`src/fsw_regs.vh`:
```
`ifndef FSW_REGS_VH
`define FSW_REGS_VH
// Internal-memory indices of the user output limits
`define FSW_ADDR_CUR_LIMIT   8'h64
`define FSW_ADDR_VOLT_LIMIT  8'h65
// Extra control and status words (all read back; the fault-reset bit reads 0)
`define FSW_ADDR_CTRL        8'h66
`define FSW_ADDR_TC_MIN      8'h67
`define FSW_ADDR_TC_MAX      8'h68
`define FSW_ADDR_WAVE_PERIOD 8'h69
`define FSW_ADDR_WAVE_COUNT  8'h6A
`define FSW_ADDR_STATUS      8'h6B
// Control word bit positions
`define FSW_CTRL_OUT_EN      0
`define FSW_CTRL_TC_EN       1
`define FSW_CTRL_WAVE_RUN    2
`define FSW_CTRL_WAVE_CV     3
`define FSW_CTRL_FAULT_RST   4
// Fault status bit positions
`define FSW_F_INPUT_OC       0
`define FSW_F_XDCR           1
`define FSW_F_OVERPOWER      2
`define FSW_F_OUT_CUR        3
`define FSW_F_OUT_VOLT       4
`define FSW_F_THERMO         5
`define FSW_F_FAN            6
`define FSW_NUM_FAULTS       7
// Reset values of the limit words
`define FSW_LIMIT_RESET      32'hFFFF_FFFF
`define FSW_TC_MIN_RESET     32'h0000_0000
// Timing: clock rate, over-power intervals, least waveform step
`define FSW_CLK_HZ           250000000
`define FSW_LONG_S           120
`define FSW_SHORT_S          1
`define FSW_STEP_NS          10000
`define FSW_CLK_NS           4
`endif

```
`src/fsw_fault_supervisor.v`:
```
`timescale 1ns/1ns
`include "fsw_regs.vh"
// Operation
// - Input current compared with a fixed model threshold, not software writable.
// - Input overcurrent sets a latched fault and drops output enable.
// - Output stays off after input overcurrent until fault status reset.
// - Transducer health watched continuously; malfunction faults and disables output.
// - Transducer fault clears only after its cause has gone.
// - Power below rated plus lower margin runs without limit.
// - Power between margins is timed; fault after the long interval.
// - Power at or above upper margin faults after the short interval.
// - Over-power uses absolute power, source and sink alike.
// - Output off when current or voltage exceeds the user limit.
// - Current limit at address 100, voltage limit at 101, user writable.
// - Thermocouple fault exists only with option fitted, acts only when enabled.
// - Enabled thermocouple fault trips below minimum or above maximum.
// - Any fan reporting a wrong state switches the output off.
// - Waveform sequencer runs in current or voltage mode, programmable count, period.
// - Waveform periods shorter than the least step are rejected.
module fsw_fault_supervisor #(
   parameter [39:0] LONG_CYCLES  = `FSW_LONG_S * `FSW_CLK_HZ,
   parameter [31:0] SHORT_CYCLES = `FSW_SHORT_S * `FSW_CLK_HZ,
   parameter [31:0] IN_OC_LIMIT  = 32'h7FFF_FFFF,
   parameter [31:0] RATED_POWER  = 32'h0000_05DC,
   parameter        TC_FITTED    = 1
) (
   input  wire        clk_sys,
   input  wire        reset,
   // Internal-memory port
   input  wire        mem_wr,
   input  wire [7:0]  mem_addr,
   input  wire [31:0] mem_wdata,
   output reg  [31:0] mem_rdata,
   // Power stage sensing
   input  wire [31:0] input_current,
   input  wire        output_current_transducer_ok,
   input  wire signed [31:0] output_power,
   input  wire [31:0] output_current_abs,
   input  wire [31:0] output_voltage,
   input  wire signed [31:0] thermo_temp,
   input  wire [3:0]  fan_ok,
   // Output enable and waveform
   output wire        output_enable,
   output wire [6:0]  fault_status,
   input  wire [31:0] wave_point,
   output reg  [9:0]  wave_index,
   output reg  [31:0] wave_setpoint,
   output reg         wave_cv_mode,
   output reg         wave_step
);

   // Least waveform step in cycles, rounded up
   localparam [31:0] STEP_CYCLES = (`FSW_STEP_NS + `FSW_CLK_NS - 1) / `FSW_CLK_NS;

   reg  [31:0] cur_limit_q;
   reg  [31:0] volt_limit_q;
   reg  [31:0] tc_min_q;
   reg  [31:0] tc_max_q;
   reg  [31:0] wave_period_q;
   reg  [9:0]  wave_count_q;
   reg         out_req_q;
   reg         tc_en_q;
   reg         wave_run_q;
   reg         period_reject_q;
   reg  [6:0]  fault_q;
   reg  [39:0] long_cnt_q;
   reg  [31:0] short_cnt_q;
   reg  [31:0] wave_cnt_q;
   wire [31:0] power_abs;
   wire [31:0] lower_band;
   wire [31:0] upper_band;
   wire        band_mid;
   wire        band_high;
   wire        rst_pulse;
   wire [6:0]  cause;

   // Absolute power so sinking counts like sourcing
   assign power_abs  = output_power[31] ? (~output_power + 32'h0000_0001)
                                        : output_power;
   // 102 % and 105 % of rating
   assign lower_band = RATED_POWER + (RATED_POWER * 2) / 100;
   assign upper_band = RATED_POWER + (RATED_POWER * 5) / 100;
   assign band_high  = (power_abs >= upper_band);
   assign band_mid   = (power_abs >= lower_band) && !band_high;
   assign rst_pulse  = mem_wr && (mem_addr == `FSW_ADDR_CTRL) &&
                       mem_wdata[`FSW_CTRL_FAULT_RST];

   // Live causes of each fault
   assign cause[`FSW_F_INPUT_OC]  = (input_current > IN_OC_LIMIT);
   assign cause[`FSW_F_XDCR]      = !output_current_transducer_ok;
   assign cause[`FSW_F_OVERPOWER] = (long_cnt_q >= LONG_CYCLES) ||
                                    (short_cnt_q >= SHORT_CYCLES);
   assign cause[`FSW_F_OUT_CUR]   = (output_current_abs > cur_limit_q);
   assign cause[`FSW_F_OUT_VOLT]  = (output_voltage > volt_limit_q);
   assign cause[`FSW_F_THERMO]    = (TC_FITTED != 0) && tc_en_q &&
                                    ((thermo_temp < $signed(tc_min_q)) ||
                                     (thermo_temp > $signed(tc_max_q)));
   assign cause[`FSW_F_FAN]       = (fan_ok != 4'hF);

   assign fault_status  = fault_q;
   assign output_enable = out_req_q && (fault_q == 7'h00);

   // Register writes; a period below the least step is refused
   always @(posedge clk_sys) begin
      if (reset) begin
         cur_limit_q     <= `FSW_LIMIT_RESET;
         volt_limit_q    <= `FSW_LIMIT_RESET;
         tc_min_q        <= `FSW_TC_MIN_RESET;
         tc_max_q        <= 32'h7FFF_FFFF;
         wave_period_q   <= 32'h0000_0000;
         wave_count_q    <= 10'h000;
         out_req_q       <= 1'b0;
         tc_en_q         <= 1'b0;
         wave_cv_mode    <= 1'b0;
         period_reject_q <= 1'b0;
      end else if (mem_wr) begin
         if (mem_addr == `FSW_ADDR_CUR_LIMIT) begin
            cur_limit_q <= mem_wdata;
         end else if (mem_addr == `FSW_ADDR_VOLT_LIMIT) begin
            volt_limit_q <= mem_wdata;
         end else if (mem_addr == `FSW_ADDR_CTRL) begin
            out_req_q    <= mem_wdata[`FSW_CTRL_OUT_EN];
            tc_en_q      <= mem_wdata[`FSW_CTRL_TC_EN] && (TC_FITTED != 0);
            wave_cv_mode <= mem_wdata[`FSW_CTRL_WAVE_CV];
         end else if (mem_addr == `FSW_ADDR_TC_MIN) begin
            tc_min_q <= mem_wdata;
         end else if (mem_addr == `FSW_ADDR_TC_MAX) begin
            tc_max_q <= mem_wdata;
         end else if (mem_addr == `FSW_ADDR_WAVE_PERIOD) begin
            if (mem_wdata < STEP_CYCLES) begin
               period_reject_q <= 1'b1;
            end else begin
               wave_period_q   <= mem_wdata;
               period_reject_q <= 1'b0;
            end
         end else if (mem_addr == `FSW_ADDR_WAVE_COUNT) begin
            wave_count_q <= mem_wdata[9:0];
         end
      end
   end

   // Over-power timers restart whenever power leaves their band
   always @(posedge clk_sys) begin
      if (reset) begin
         long_cnt_q  <= 40'h00_0000_0000;
         short_cnt_q <= 32'h0000_0000;
      end else begin
         if (band_mid && (long_cnt_q < LONG_CYCLES)) begin
            long_cnt_q <= long_cnt_q + 40'h00_0000_0001;
         end else if (!band_mid) begin
            long_cnt_q <= 40'h00_0000_0000;
         end
         if (band_high && (short_cnt_q < SHORT_CYCLES)) begin
            short_cnt_q <= short_cnt_q + 32'h0000_0001;
         end else if (!band_high) begin
            short_cnt_q <= 32'h0000_0000;
         end
      end
   end

   // Sticky faults; a live cause wins over the reset
   genvar gi;
   generate
      for (gi = 0; gi < `FSW_NUM_FAULTS; gi = gi + 1) begin : g_fault
         always @(posedge clk_sys) begin
            if (reset) begin
               fault_q[gi] <= 1'b0;
            end else if (cause[gi]) begin
               fault_q[gi] <= 1'b1;
            end else if (rst_pulse) begin
               fault_q[gi] <= 1'b0;
            end
         end
      end
   endgenerate

   // Waveform sequencer; halts on any fault so the stage sees no new setpoint
   always @(posedge clk_sys) begin
      if (reset) begin
         wave_run_q    <= 1'b0;
         wave_cnt_q    <= 32'h0000_0000;
         wave_index    <= 10'h000;
         wave_setpoint <= 32'h0000_0000;
         wave_step     <= 1'b0;
      end else begin
         wave_step <= 1'b0;
         if (mem_wr && (mem_addr == `FSW_ADDR_CTRL)) begin
            wave_run_q <= mem_wdata[`FSW_CTRL_WAVE_RUN] &&
                          (wave_period_q >= STEP_CYCLES) && (wave_count_q != 10'h000);
            wave_cnt_q <= 32'h0000_0000;
            wave_index <= 10'h000;
         end else if (wave_run_q && !output_enable) begin
            wave_run_q <= 1'b0;
         end else if (wave_run_q) begin
            if (wave_cnt_q >= wave_period_q - 32'h0000_0001) begin
               wave_cnt_q    <= 32'h0000_0000;
               wave_setpoint <= wave_point;
               wave_step     <= 1'b1;
               if (wave_index >= wave_count_q - 10'h001) begin
                  wave_index <= 10'h000;
               end else begin
                  wave_index <= wave_index + 10'h001;
               end
            end else begin
               wave_cnt_q <= wave_cnt_q + 32'h0000_0001;
            end
         end
      end
   end

   // Registered read-back
   always @(posedge clk_sys) begin
      if (reset) begin
         mem_rdata <= 32'h0000_0000;
      end else if (mem_addr == `FSW_ADDR_CUR_LIMIT) begin
         mem_rdata <= cur_limit_q;
      end else if (mem_addr == `FSW_ADDR_VOLT_LIMIT) begin
         mem_rdata <= volt_limit_q;
      end else if (mem_addr == `FSW_ADDR_CTRL) begin
         mem_rdata <= {27'h000_0000, 1'b0, wave_cv_mode, wave_run_q, tc_en_q, out_req_q};
      end else if (mem_addr == `FSW_ADDR_TC_MIN) begin
         mem_rdata <= tc_min_q;
      end else if (mem_addr == `FSW_ADDR_TC_MAX) begin
         mem_rdata <= tc_max_q;
      end else if (mem_addr == `FSW_ADDR_WAVE_PERIOD) begin
         mem_rdata <= wave_period_q;
      end else if (mem_addr == `FSW_ADDR_WAVE_COUNT) begin
         mem_rdata <= {22'h00_0000, wave_count_q};
      end else if (mem_addr == `FSW_ADDR_STATUS) begin
         mem_rdata <= {23'h00_0000, period_reject_q, output_enable, fault_q};
      end else begin
         mem_rdata <= 32'h0000_0000;
      end
   end

endmodule // fsw_fault_supervisor

```
`config.mk`:
```
export PLATFORM = sky130hd
export DESIGN_NAME = fsw_fault_supervisor
export DESIGN_NICKNAME = d
export VERILOG_FILES = /design/src/fsw_fault_supervisor.v
export VERILOG_INCLUDE_DIRS = /design/src
export SDC_FILE = /design/constraint.sdc
export NUM_CORES = 1
export LEC_CHECK = 0
export ABC_AREA = 1
export BUFFER_PORTS_ARGS = -buffer_cell sky130_fd_sc_hd__buf_2
export CAP_MARGIN = 20
export CORE_ASPECT_RATIO = 1.1
export CORE_MARGIN = 4
export CORE_UTILIZATION = 53
export CTS_CLUSTER_SIZE = 8
export DETAILED_ROUTE_END_ITERATION = 8
export PLACE_DENSITY = 0.84
export SYNTH_ARGS = -nofsm -noshare
export SYNTH_HDL_FRONTEND = slang
export SYNTH_SLANG_ARGS = --single-unit
```
`constraint.sdc`:
```
create_clock -name clk_sys -period 3.2 [get_ports clk_sys]
set_input_delay 0.48 -clock clk_sys [delete_from_list [all_inputs] [get_ports clk_sys]]
set_output_delay 0.48 -clock clk_sys [all_outputs]
set_load 0.05 [all_outputs]
```
Word-level counts from Yosys, hierarchy flattened
Index checks and enable logic that the tools add are counted.

Logic and storage cells: 133. Input port bits: 240. Bits in registers: 361. Output and inout port bits: 84.

Add/subtract/negate cells: 7. Mux-type cells: 27. Bitwise logic cells: 11. Eq/ne operators: 12. Magnitude comparators: 15. Reductions and logical operators: 36.

Operator list (number): 2-to-1 mux 32 bit (10); adder 32 x 1 -> 32 bit, second input constant (3); greater-than comparator 32 bit (3); 2-to-1 mux 40 bit (2); equality test 8 x 7 -> 1 bit, second input constant (8); greater-or-equal comparator 32 x 11 -> 1 bit, second input constant (2); adder 40 x 1 -> 40 bit, second input constant (1); greater-or-equal comparator 40 x 35 -> 1 bit, second input constant (1); less-than comparator 40 x 35 -> 1 bit, second input constant (1); greater-or-equal comparator 32 x 12 -> 1 bit, second input constant (1); greater-or-equal comparator 32 x 28 -> 1 bit, second input constant (1); greater-or-equal comparator 32 bit (1); greater-than comparator 32 x 31 -> 1 bit, second input constant (1); less-than comparator 32 x 12 -> 1 bit, second input constant (1); less-than comparator 32 x 28 -> 1 bit, second input constant (1); less-than comparator 32 bit (1); inverter 32 bit (1); subtractor 32 x 1 -> 32 bit, second input constant (1); 2-to-1 mux 10 bit (2); AND reduction 8 bit (2); nonzero test 2 bit (7); 2-to-1 mux 1 bit (12); adder 10 x 1 -> 10 bit, second input constant (1); greater-or-equal comparator 10 bit (1); 18 further kinds (43).

Longest topological paths before layout
Gate-level depths: netlist (run 1).

Word-level depth: 10. Mapped depth: 25. Gate-level depth less buffers: 23.

Worst setup path before layout (run 1)
No wires, ideal clock.

Path type: reg2reg. Start point: reg wave_period_q[0]. End point: reg wave_cnt_q[15]. Setup time: 117 ps. Period minus slack after synthesis: 3548 ps. Arrival time: 3431 ps. Slack: -348 ps. Path buffers: 1. Cell stages (with the launch flop): 22. Required time: 3083 ps. Cell sequence: dfxtp_1 -> inv_1 -> ha_1 -> inv_1 -> nor3_2 -> nand3_1 -> nor3_1 -> nand3_1 -> nor3_1 -> nand3_1 -> xor2_1 -> ha_1 -> nand4_1 -> inv_1 -> nand2_1 -> nor4_1 -> nand4_1 -> nand3_1 -> nand2_1 -> nand2_1 -> buf_2 -> nor2_1.

Longest elaborated chain between the ends: 3.

RTL lines: start, declared (line fsw_fault_supervisor.v:59) `reg [31:0] wave_period_q;`; start signal, assigned (line fsw_fault_supervisor.v:133) `wave_period_q <= mem_wdata;`; subtractor 32 x 1 -> 32 bit (line fsw_fault_supervisor.v:195) `if (wave_cnt_q >= wave_period_q - 32'h0000_0001) begin`; greater-or-equal comparator 32 bit (line fsw_fault_supervisor.v:195); 2-to-1 mux 32 bit (line fsw_fault_supervisor.v:195); end signal, assigned (line fsw_fault_supervisor.v:205) `wave_cnt_q <= wave_cnt_q + 32'h0000_0001;`; end, declared (line fsw_fault_supervisor.v:68) `reg [31:0] wave_cnt_q;`.

No other way between the ends. A chain may end at the register's enable or synchronous reset.

Worst setup path in the final report (run 1)
Start point: reg wave_period_q[0]. End point: reg wave_setpoint[9].

Longest elaborated chain between the ends: 3.

RTL lines: subtractor 32 x 1 -> 32 bit (line fsw_fault_supervisor.v:195); greater-or-equal comparator 32 bit (line fsw_fault_supervisor.v:195); AND reduction 4 bit (no line); end signal, assigned (line fsw_fault_supervisor.v:197) `wave_setpoint <= wave_point;`; end, declared (line fsw_fault_supervisor.v:47) `output reg [31:0] wave_setpoint,`.

No other way between the ends.

==> results of run 1 <==
per-layer routing:
metal / GRT usage [%] / vias up
li1: - / 10900
met3: 4.18 / 193
met1: 33.1 / 10100
met2: 48.1 / 884
met5: 0 / -
met4: 13.3 / 6
how the worst max path moves through the flow:
stage                     slack (ns)                              to                           from
after global routing           -0.56   wave_setpoint[9]$_SDFFE_PP0P_  wave_period_q[4]$_SDFFE_PP0P_
after CTS                      -0.24  wave_setpoint[29]$_SDFFE_PP0P_  wave_period_q[3]$_SDFFE_PP0P_
after floorplan                -0.03   wave_setpoint[0]$_SDFFE_PP0P_  wave_period_q[2]$_SDFFE_PP0P_
after global placement         -0.27     wave_cnt_q[24]$_SDFFE_PP0P_  wave_period_q[0]$_SDFFE_PP0P_
after detailed placement       -0.35     wave_cnt_q[24]$_SDFFE_PP0P_  wave_period_q[0]$_SDFFE_PP0P_
final                          -0.29   wave_setpoint[9]$_SDFFE_PP0P_  wave_period_q[0]$_SDFFE_PP0P_
stage by stage:
step                utilization, %  total power, uW  worst slack, ns  hold WS [ns]  instances
floorplan                        -             5030          -0.0313         0.409       3113
global placement              59.5             5330           -0.269         0.416       3893
detailed placement            59.5             5340           -0.345         0.420       3893
CTS                           64.2            10300           -0.241        0.0397       3968
global route                  64.6            10500           -0.564        0.0518       3970
finish                        64.6            10200           -0.290        0.0563       3971
layout make-up:
class                      count  area (sq um)  area share [%]
antenna                        1          2.50         0.00964
clock buffer                  54          1320            5.08
clock inverter                 3          80.1           0.309
inverter                     434          1640            6.32
multi-input combinational   2219         12600            48.5
sequential                   361          7230            27.9
tap                          513           642            2.47
timing repair buffer         386          2450            9.44
kinds of logic (layout without fill, tap and decap cells):
logic type               after synthesis  after routing  share of synthesized area, %
XOR/XNOR                             100            100                          4.07
AND/OR/NAND/NOR                     1345           1345                          27.0
buffers and inverters                533            877                          9.63
adder cells (fa/ha/maj)              179            179                          10.4
AO/OA/AOI/OAI                        595            595                          15.4
flip-flops                           361            361                          33.6
other                                  0              1                             0
where the power goes:
group          switching [uW]  leakage (uW)  total [uW]  internal, uW
Sequential               11.5       0.00291        4530          4520
Clock                    1970      0.000685        4930          2960
Combinational             476       0.00920         766           289
layout by cell type (no fill, tap or decap), types with 27 or more instances in the layout:
master and n:
clkbuf_16 54, buf_2 291, nor3_1 49, o211ai_1 32
a21oi_1 264, o21ai_0 184, nor2_1 362, inv_1 421
nand4_1 71, buf_4 72, nand2_1 577, nand3_1 143
xor2_1 77, ha_1 178, nand2_2 27, dfxtp_1 358
nor2_2 30
registers in the layout, summed over array words and instances (netlist names):
register         count
tc_min_q            32
volt_limit_q        32
wave_setpoint       32
wave_step            1
wave_cv_mode         1
out_req_q            1
tc_max_q            32
cur_limit_q         32
wave_index          10
short_cnt_q         32
wave_count_q        10
mem_rdata           32
long_cnt_q          40
wave_run_q           1
wave_cnt_q          32
tc_en_q              1
fault_status         7
period_reject_q      1
wave_period_q       32
timing repair:
action | 4_1_cts | 5_1_grt
endpoints found under the hold margin | 0 | 0
pin swaps | 19 | 21
gates cloned | 6 | 2
endpoints found under the setup margin | 75 | 75
setup buffers | 12 | 0
hold buffers | 0 | 0
resized for setup | 54 | 41
Yosys cell counts (7+ instances only):
| library cell | number |
|---|---|
| a211oi_1 | 20 |
| nand2_2 | 7 |
| ha_1 | 179 |
| o22ai_1 | 22 |
| a31oi_1 | 24 |
| o21ai_0 | 186 |
| xor2_1 | 77 |
| nor4_1 | 18 |
| nand3_1 | 149 |
| a221oi_1 | 9 |
| nand4_1 | 71 |
| nand2_1 | 606 |
| nor2_1 | 377 |
| clkbuf_1 | 72 |
| a21oi_1 | 267 |
| nand3b_1 | 16 |
| nor2_2 | 21 |
| dfxtp_1 | 361 |
| o211ai_1 | 32 |
| nor3_1 | 55 |
| inv_1 | 428 |
| o221ai_1 | 9 |
| xnor2_1 | 23 |
| buf_2 | 16 |
==> impl_metrics.yaml, run 1 <==
clock_network:
  cts_tree: "built"
  clockBufferDepth: 3
  cts_root_buffer: "clkbuf_16"
  ctsHtreeMaxLevel: 2
  worstSkewPairLatency_ns: 0.60
  clkTransAtPathRegs_ns: 0.05
  cts_sinks: 361
  cts_buffers: 51
floorplan:
  initial_core_util_pct: 53.6
  rows: 77
  die_area_sq_um: 43900
  die_y_um: 219
  ioPinCount: 324
  die_w_um: 200
  core_area_sq_um: 40200
sta:
  setup-violations-final: 75
  final_hold_viol_count: 0
  rsz0062_at_grt: "yes"
  timing.final.crit_share_pct: 109
  post-route-min-period_ns: 3.49
  slew_headroom_pct: 44.4
  final-max-slew-violation-count: 0
  fin_setup_tns_ns: -16.63
  fin_ws_ns: -0.290
  skew_ns: 0.0277
  worst_slew_pin_slew_ns: 0.833
  fmax_mhz: 287
synthesis:
  syn_nets: 3532
  syn-instance-count: 3113
  synthTopCellsByArea: "dfxtp_1, nand2_1, ha_1, inv_1, nor2_1"
  yosys_most_used_dff: "dfxtp_1"
  synth_seq_cells: 361
  synthArstFlopShare_pct: 0
  yosys_warnings: 0
  synth-edff-count: 0
  syn_area_sq_um: 21500
  yosys.area.top_type: "dfxtp_1"
  yosysSeqAreaShare_pct: 33.6
  synth_top_area_share_pct: 33.6
  synth.distinct_cells: 50
  syn_avg_cell_area_sq_um: 6.91
routing:
  dr_total_vias: 22100
  drt_iter0_drc: 1732
  drcViolationCount: 0
  topRoutingLayerUsed: "met5"
  drt-total-wl_um: 63200
  routed-wl-met2_um: 30500
  firstDrtPassIters: 5
  via_per_inst: 5.57
  wl_per_cell_um: 15.9
  dr_wl_met3_um: 4260
  drt-met1-wl_um: 25300
  ant_nets: 0
pwr:
  power.density_nw_per_um2: 394
  ir_drop_mv: 0.380
  p_leak_uw: 0.0128
run_status:
  outcome: "finished with violations"
  violations: "negative setup slack"
global_routing:
  antenna_found_initial: 3
  track_usage_pct: 27.4
  grt_max_degree: 75
  grt_pass1_wl_um: 101000
  grt_overflow: 0
  first_global_vias: 20700
setup_path:
  rrSetupSlack_ns: -0.29
  worstPathRequired_ns: 3.71
  cp_top_family: "simple AND/OR/NAND/NOR gates"
  critPathMaxStageDelay_ns: 0.32
  cp.depth: 24
  cp_cell_sequence: "inv_4, nand3_4, nor3_4, nand2_2, nor2_4, nand3_4, nor2_4, nand3_2, nor2_2, nand4_1, xor2_1, ha_1, nand4_1, inv_2, nand2_4, nor4_4, nand4_1, nand3_2, nand3b_1, buf_6, buf_16, nand2_4, nand2_1, nor2_1"
  worstReg2RegStart: "wave_period_q[0]$_SDFFE_PP0P_"
  path_max_fanout: 8
  worst-path-buf-inv: 4
  r2r_end: "wave_setpoint[9]$_SDFFE_PP0P_"
  r2r_cells: 24
  cp_common_cell: "nand4_1"
  crit_type: "reg -> reg"
  start_kind: "flop"
  cp_slowest_cell: "dfxtp_2"
  setup.worst_path.end_class: "flop"
  arrival_ns: 4.00
finish:
  fin_nets: 3872
  final.fill_count: 3431
  drive_above_1_share_pct: 16.6
  syn2layout_area_growth_pct: 20.6
  design_area_sq_um: 26000
place:
  dpl_cell_area_sq_um: 23900
  dp_hpwl_um: 46400
  port_buffers: 292
  place_congestion: 0.950
worst_hold_path:
  hold_start: "fan_ok[1]"
  hold_class: "in -> reg"
  holdPathStages: 2
  min_to: "fault_status[6]$_SDFFE_PP0P_"
flow_run:
  cap_viol_max_count: 0
No activity file was read; power rests on OpenSTA's default activity.
==> run 2: changes to the inputs <==
==> constraint.sdc (replaced) <==
create_clock -name clk_sys -period 3.2 [get_ports clk_sys]
set_input_delay 0.16 -clock clk_sys [delete_from_list [all_inputs] [get_ports clk_sys]]
set_output_delay 0.16 -clock clk_sys [all_outputs]
set_load 0.05 [all_outputs]
==> impl_metrics.yaml, run 2 (synthesis gave the netlist of run 1 again) <==
pwr:
  p_int_uw: 7810
  power_switching_uw: 2460
  ir_drop_mv: 0.392
  power_switching_share_pct: 23.9
  clkPwrFrac_pct: 47.8
  power_frac_comb_pct: 8.1
  power.density_nw_per_um2: 389
  seqPwrFrac_pct: 44.1
  p_leak_uw: 0.0130
global_routing:
  grt_pass1_wl_um: 104000
  grt_max_degree: 134
  grt_overflow: 0
  track_usage_pct: 28.1
  antenna_found_initial: 5
  first_global_vias: 21500
clock_network:
  clockBufferDepth: 3
  cts_tree: "built"
  worstSkewPairLatency_ns: 0.60
  cts_buffers: 51
  cts_root_buffer: "clkbuf_16"
  ctsHtreeMaxLevel: 2
  clkTransAtPathRegs_ns: 0.05
  cts_sinks: 361
finish:
  final_cell_mix: "nand2_1, inv_1, nor2_1, dfxtp_1, buf_2"
  drive_above_1_share_pct: 15.8
  largest_register_ffs: 40
  design_area_sq_um: 26400
  final.fill_count: 3281
  syn2layout_area_growth_pct: 22.6
  regMostFlops: "long_cnt_q"
  fin_nets: 3932
  layout_commonest_cell: "nand2_1"
routing:
  wl_per_cell_um: 16.3
  drt_iter0_drc: 1709
  ant_nets: 0
  drt-total-wl_um: 65700
  dr_total_vias: 22600
  firstDrtPassIters: 6
  via_per_inst: 5.60
  drcViolationCount: 0
floorplan:
  core_area_sq_um: 40200
  die_area_sq_um: 43900
  rows: 77
  ioPinCount: 324
  die_y_um: 219
  initial_core_util_pct: 53.6
  die_w_um: 200
sta:
  fin_setup_tns_ns: -13.65
  setup-violations-final: 74
  worst_slew_pin_slew_ns: 0.772
  slew_headroom_pct: 48.2
  timing.final.crit_share_pct: 110
  post-route-min-period_ns: 3.51
  fmax_mhz: 285
  final_hold_viol_count: 0
  rsz0062_at_grt: "yes"
  final-max-slew-violation-count: 0
  skew_ns: 0.0321
  fin_ws_ns: -0.314
setup_path:
  path_max_fanout: 32
  setup.worst_path.end_class: "flop"
  arrival_ns: 4.03
  crit_type: "reg -> reg"
  start_kind: "flop"
  worstPathRequired_ns: 3.72
place:
  dp_hpwl_um: 46700
  dpl_cell_area_sq_um: 23900
  port_buffers: 292
  place_congestion: 0.956
worst_hold_path:
  hold_class: "in -> reg"
run_status:
  violations: "negative setup slack"
  outcome: "finished with violations"
flow_run:
  cap_viol_max_count: 0
run 2: critical path: stages, from the launching register on:
cell and delay [ns]:
dfxtp_2 0.34, nor2_4 0.14, nand2_4 0.08, nor4_2 0.21
nand4_1 0.13, nor2_1 0.15, nand4_1 0.16, nor2_2 0.21
nand2_2 0.08, nor2_2 0.10, xor2_1 0.08, ha_1 0.28
nand2_1 0.06, nor2_2 0.15, nand2_4 0.07, nor4_4 0.14
nand4_1 0.15, nand3_2 0.11, nand3b_1 0.10, buf_6 0.17
buf_16 0.17, nand2_1 0.08, nand2_1 0.08, nor2_2 0.18
run 2: power by group through the flow:
stage | Combinational, uW | Sequential, uW | Clock (uW)
floorplan | 392 | 4630 | 0
global placement | 709 | 4620 | 0
detailed placement | 722 | 4620 | 0
CTS | 802 | 4530 | 4950
global route | 913 | 4520 | 5160
finish | 828 | 4530 | 4910
run 2: through the flow:
stage               power (uW)  setup slack [ns]  hold WS (ns)  util (%)  std cells
finish                   10300            -0.314        0.0348      65.7       4034
global route             10600            -0.535        0.0666      65.7       4031
CTS                      10300            -0.235        0.0160      65.2       4023
detailed placement        5340            -0.288         0.345      59.4       3885
global placement          5330            -0.170         0.341      59.4       3885
floorplan                 5030           -0.0313         0.256         -       3113
run 2: worst paths after layout:
path	startpoint	end	slack, ns	cells past startpoint
setup / recovery	wave_period_q[2]$_SDFFE_PP0P_	wave_setpoint[31]$_SDFFE_PP0P_	-0.31	23
hold / removal	reset	fault_status[2]$_SDFFE_PP0P_	0.03	2
setup reg to reg	wave_period_q[2]$_SDFFE_PP0P_	wave_setpoint[31]$_SDFFE_PP0P_	-0.31	23
hold reg to reg	short_cnt_q[31]$_SDFFE_PP0P_	short_cnt_q[31]$_SDFFE_PP0P_	0.43	2
run 2: routing by layer:
layer	part of all wire [%]	GRT usage [%]	wire, um
met5	0.018	0	12
met4	5.3	14.8	3490
met3	7.7	5.60	5080
met2	48	48.9	31500
met1	39	32.9	25600
run 2: final cells by class:
| type | count | area [sq um] | area share, % |
|---|---|---|---|
| diodes | 4 | 10.0 | 0.0379 |
| clock buffers | 54 | 1320 | 5.00 |
| clock inverters | 3 | 80.1 | 0.303 |
| inverters | 434 | 1640 | 6.21 |
| multi-input cells | 2219 | 12500 | 47.4 |
| flip-flops and latches | 361 | 7240 | 27.4 |
| well taps | 513 | 642 | 2.43 |
| repair buffers | 446 | 2960 | 11.2 |
run 2: repair_timing:
action | in CTS | in global routing
setup endpoints to repair | 74 | 75
resized for setup | 37 | 35
endpoints found under the hold margin | 196 | 0
gates cloned | 3 | 1
buffers inserted | 10 | 6
pin swaps | 17 | 13
hold buffers | 68 | 0
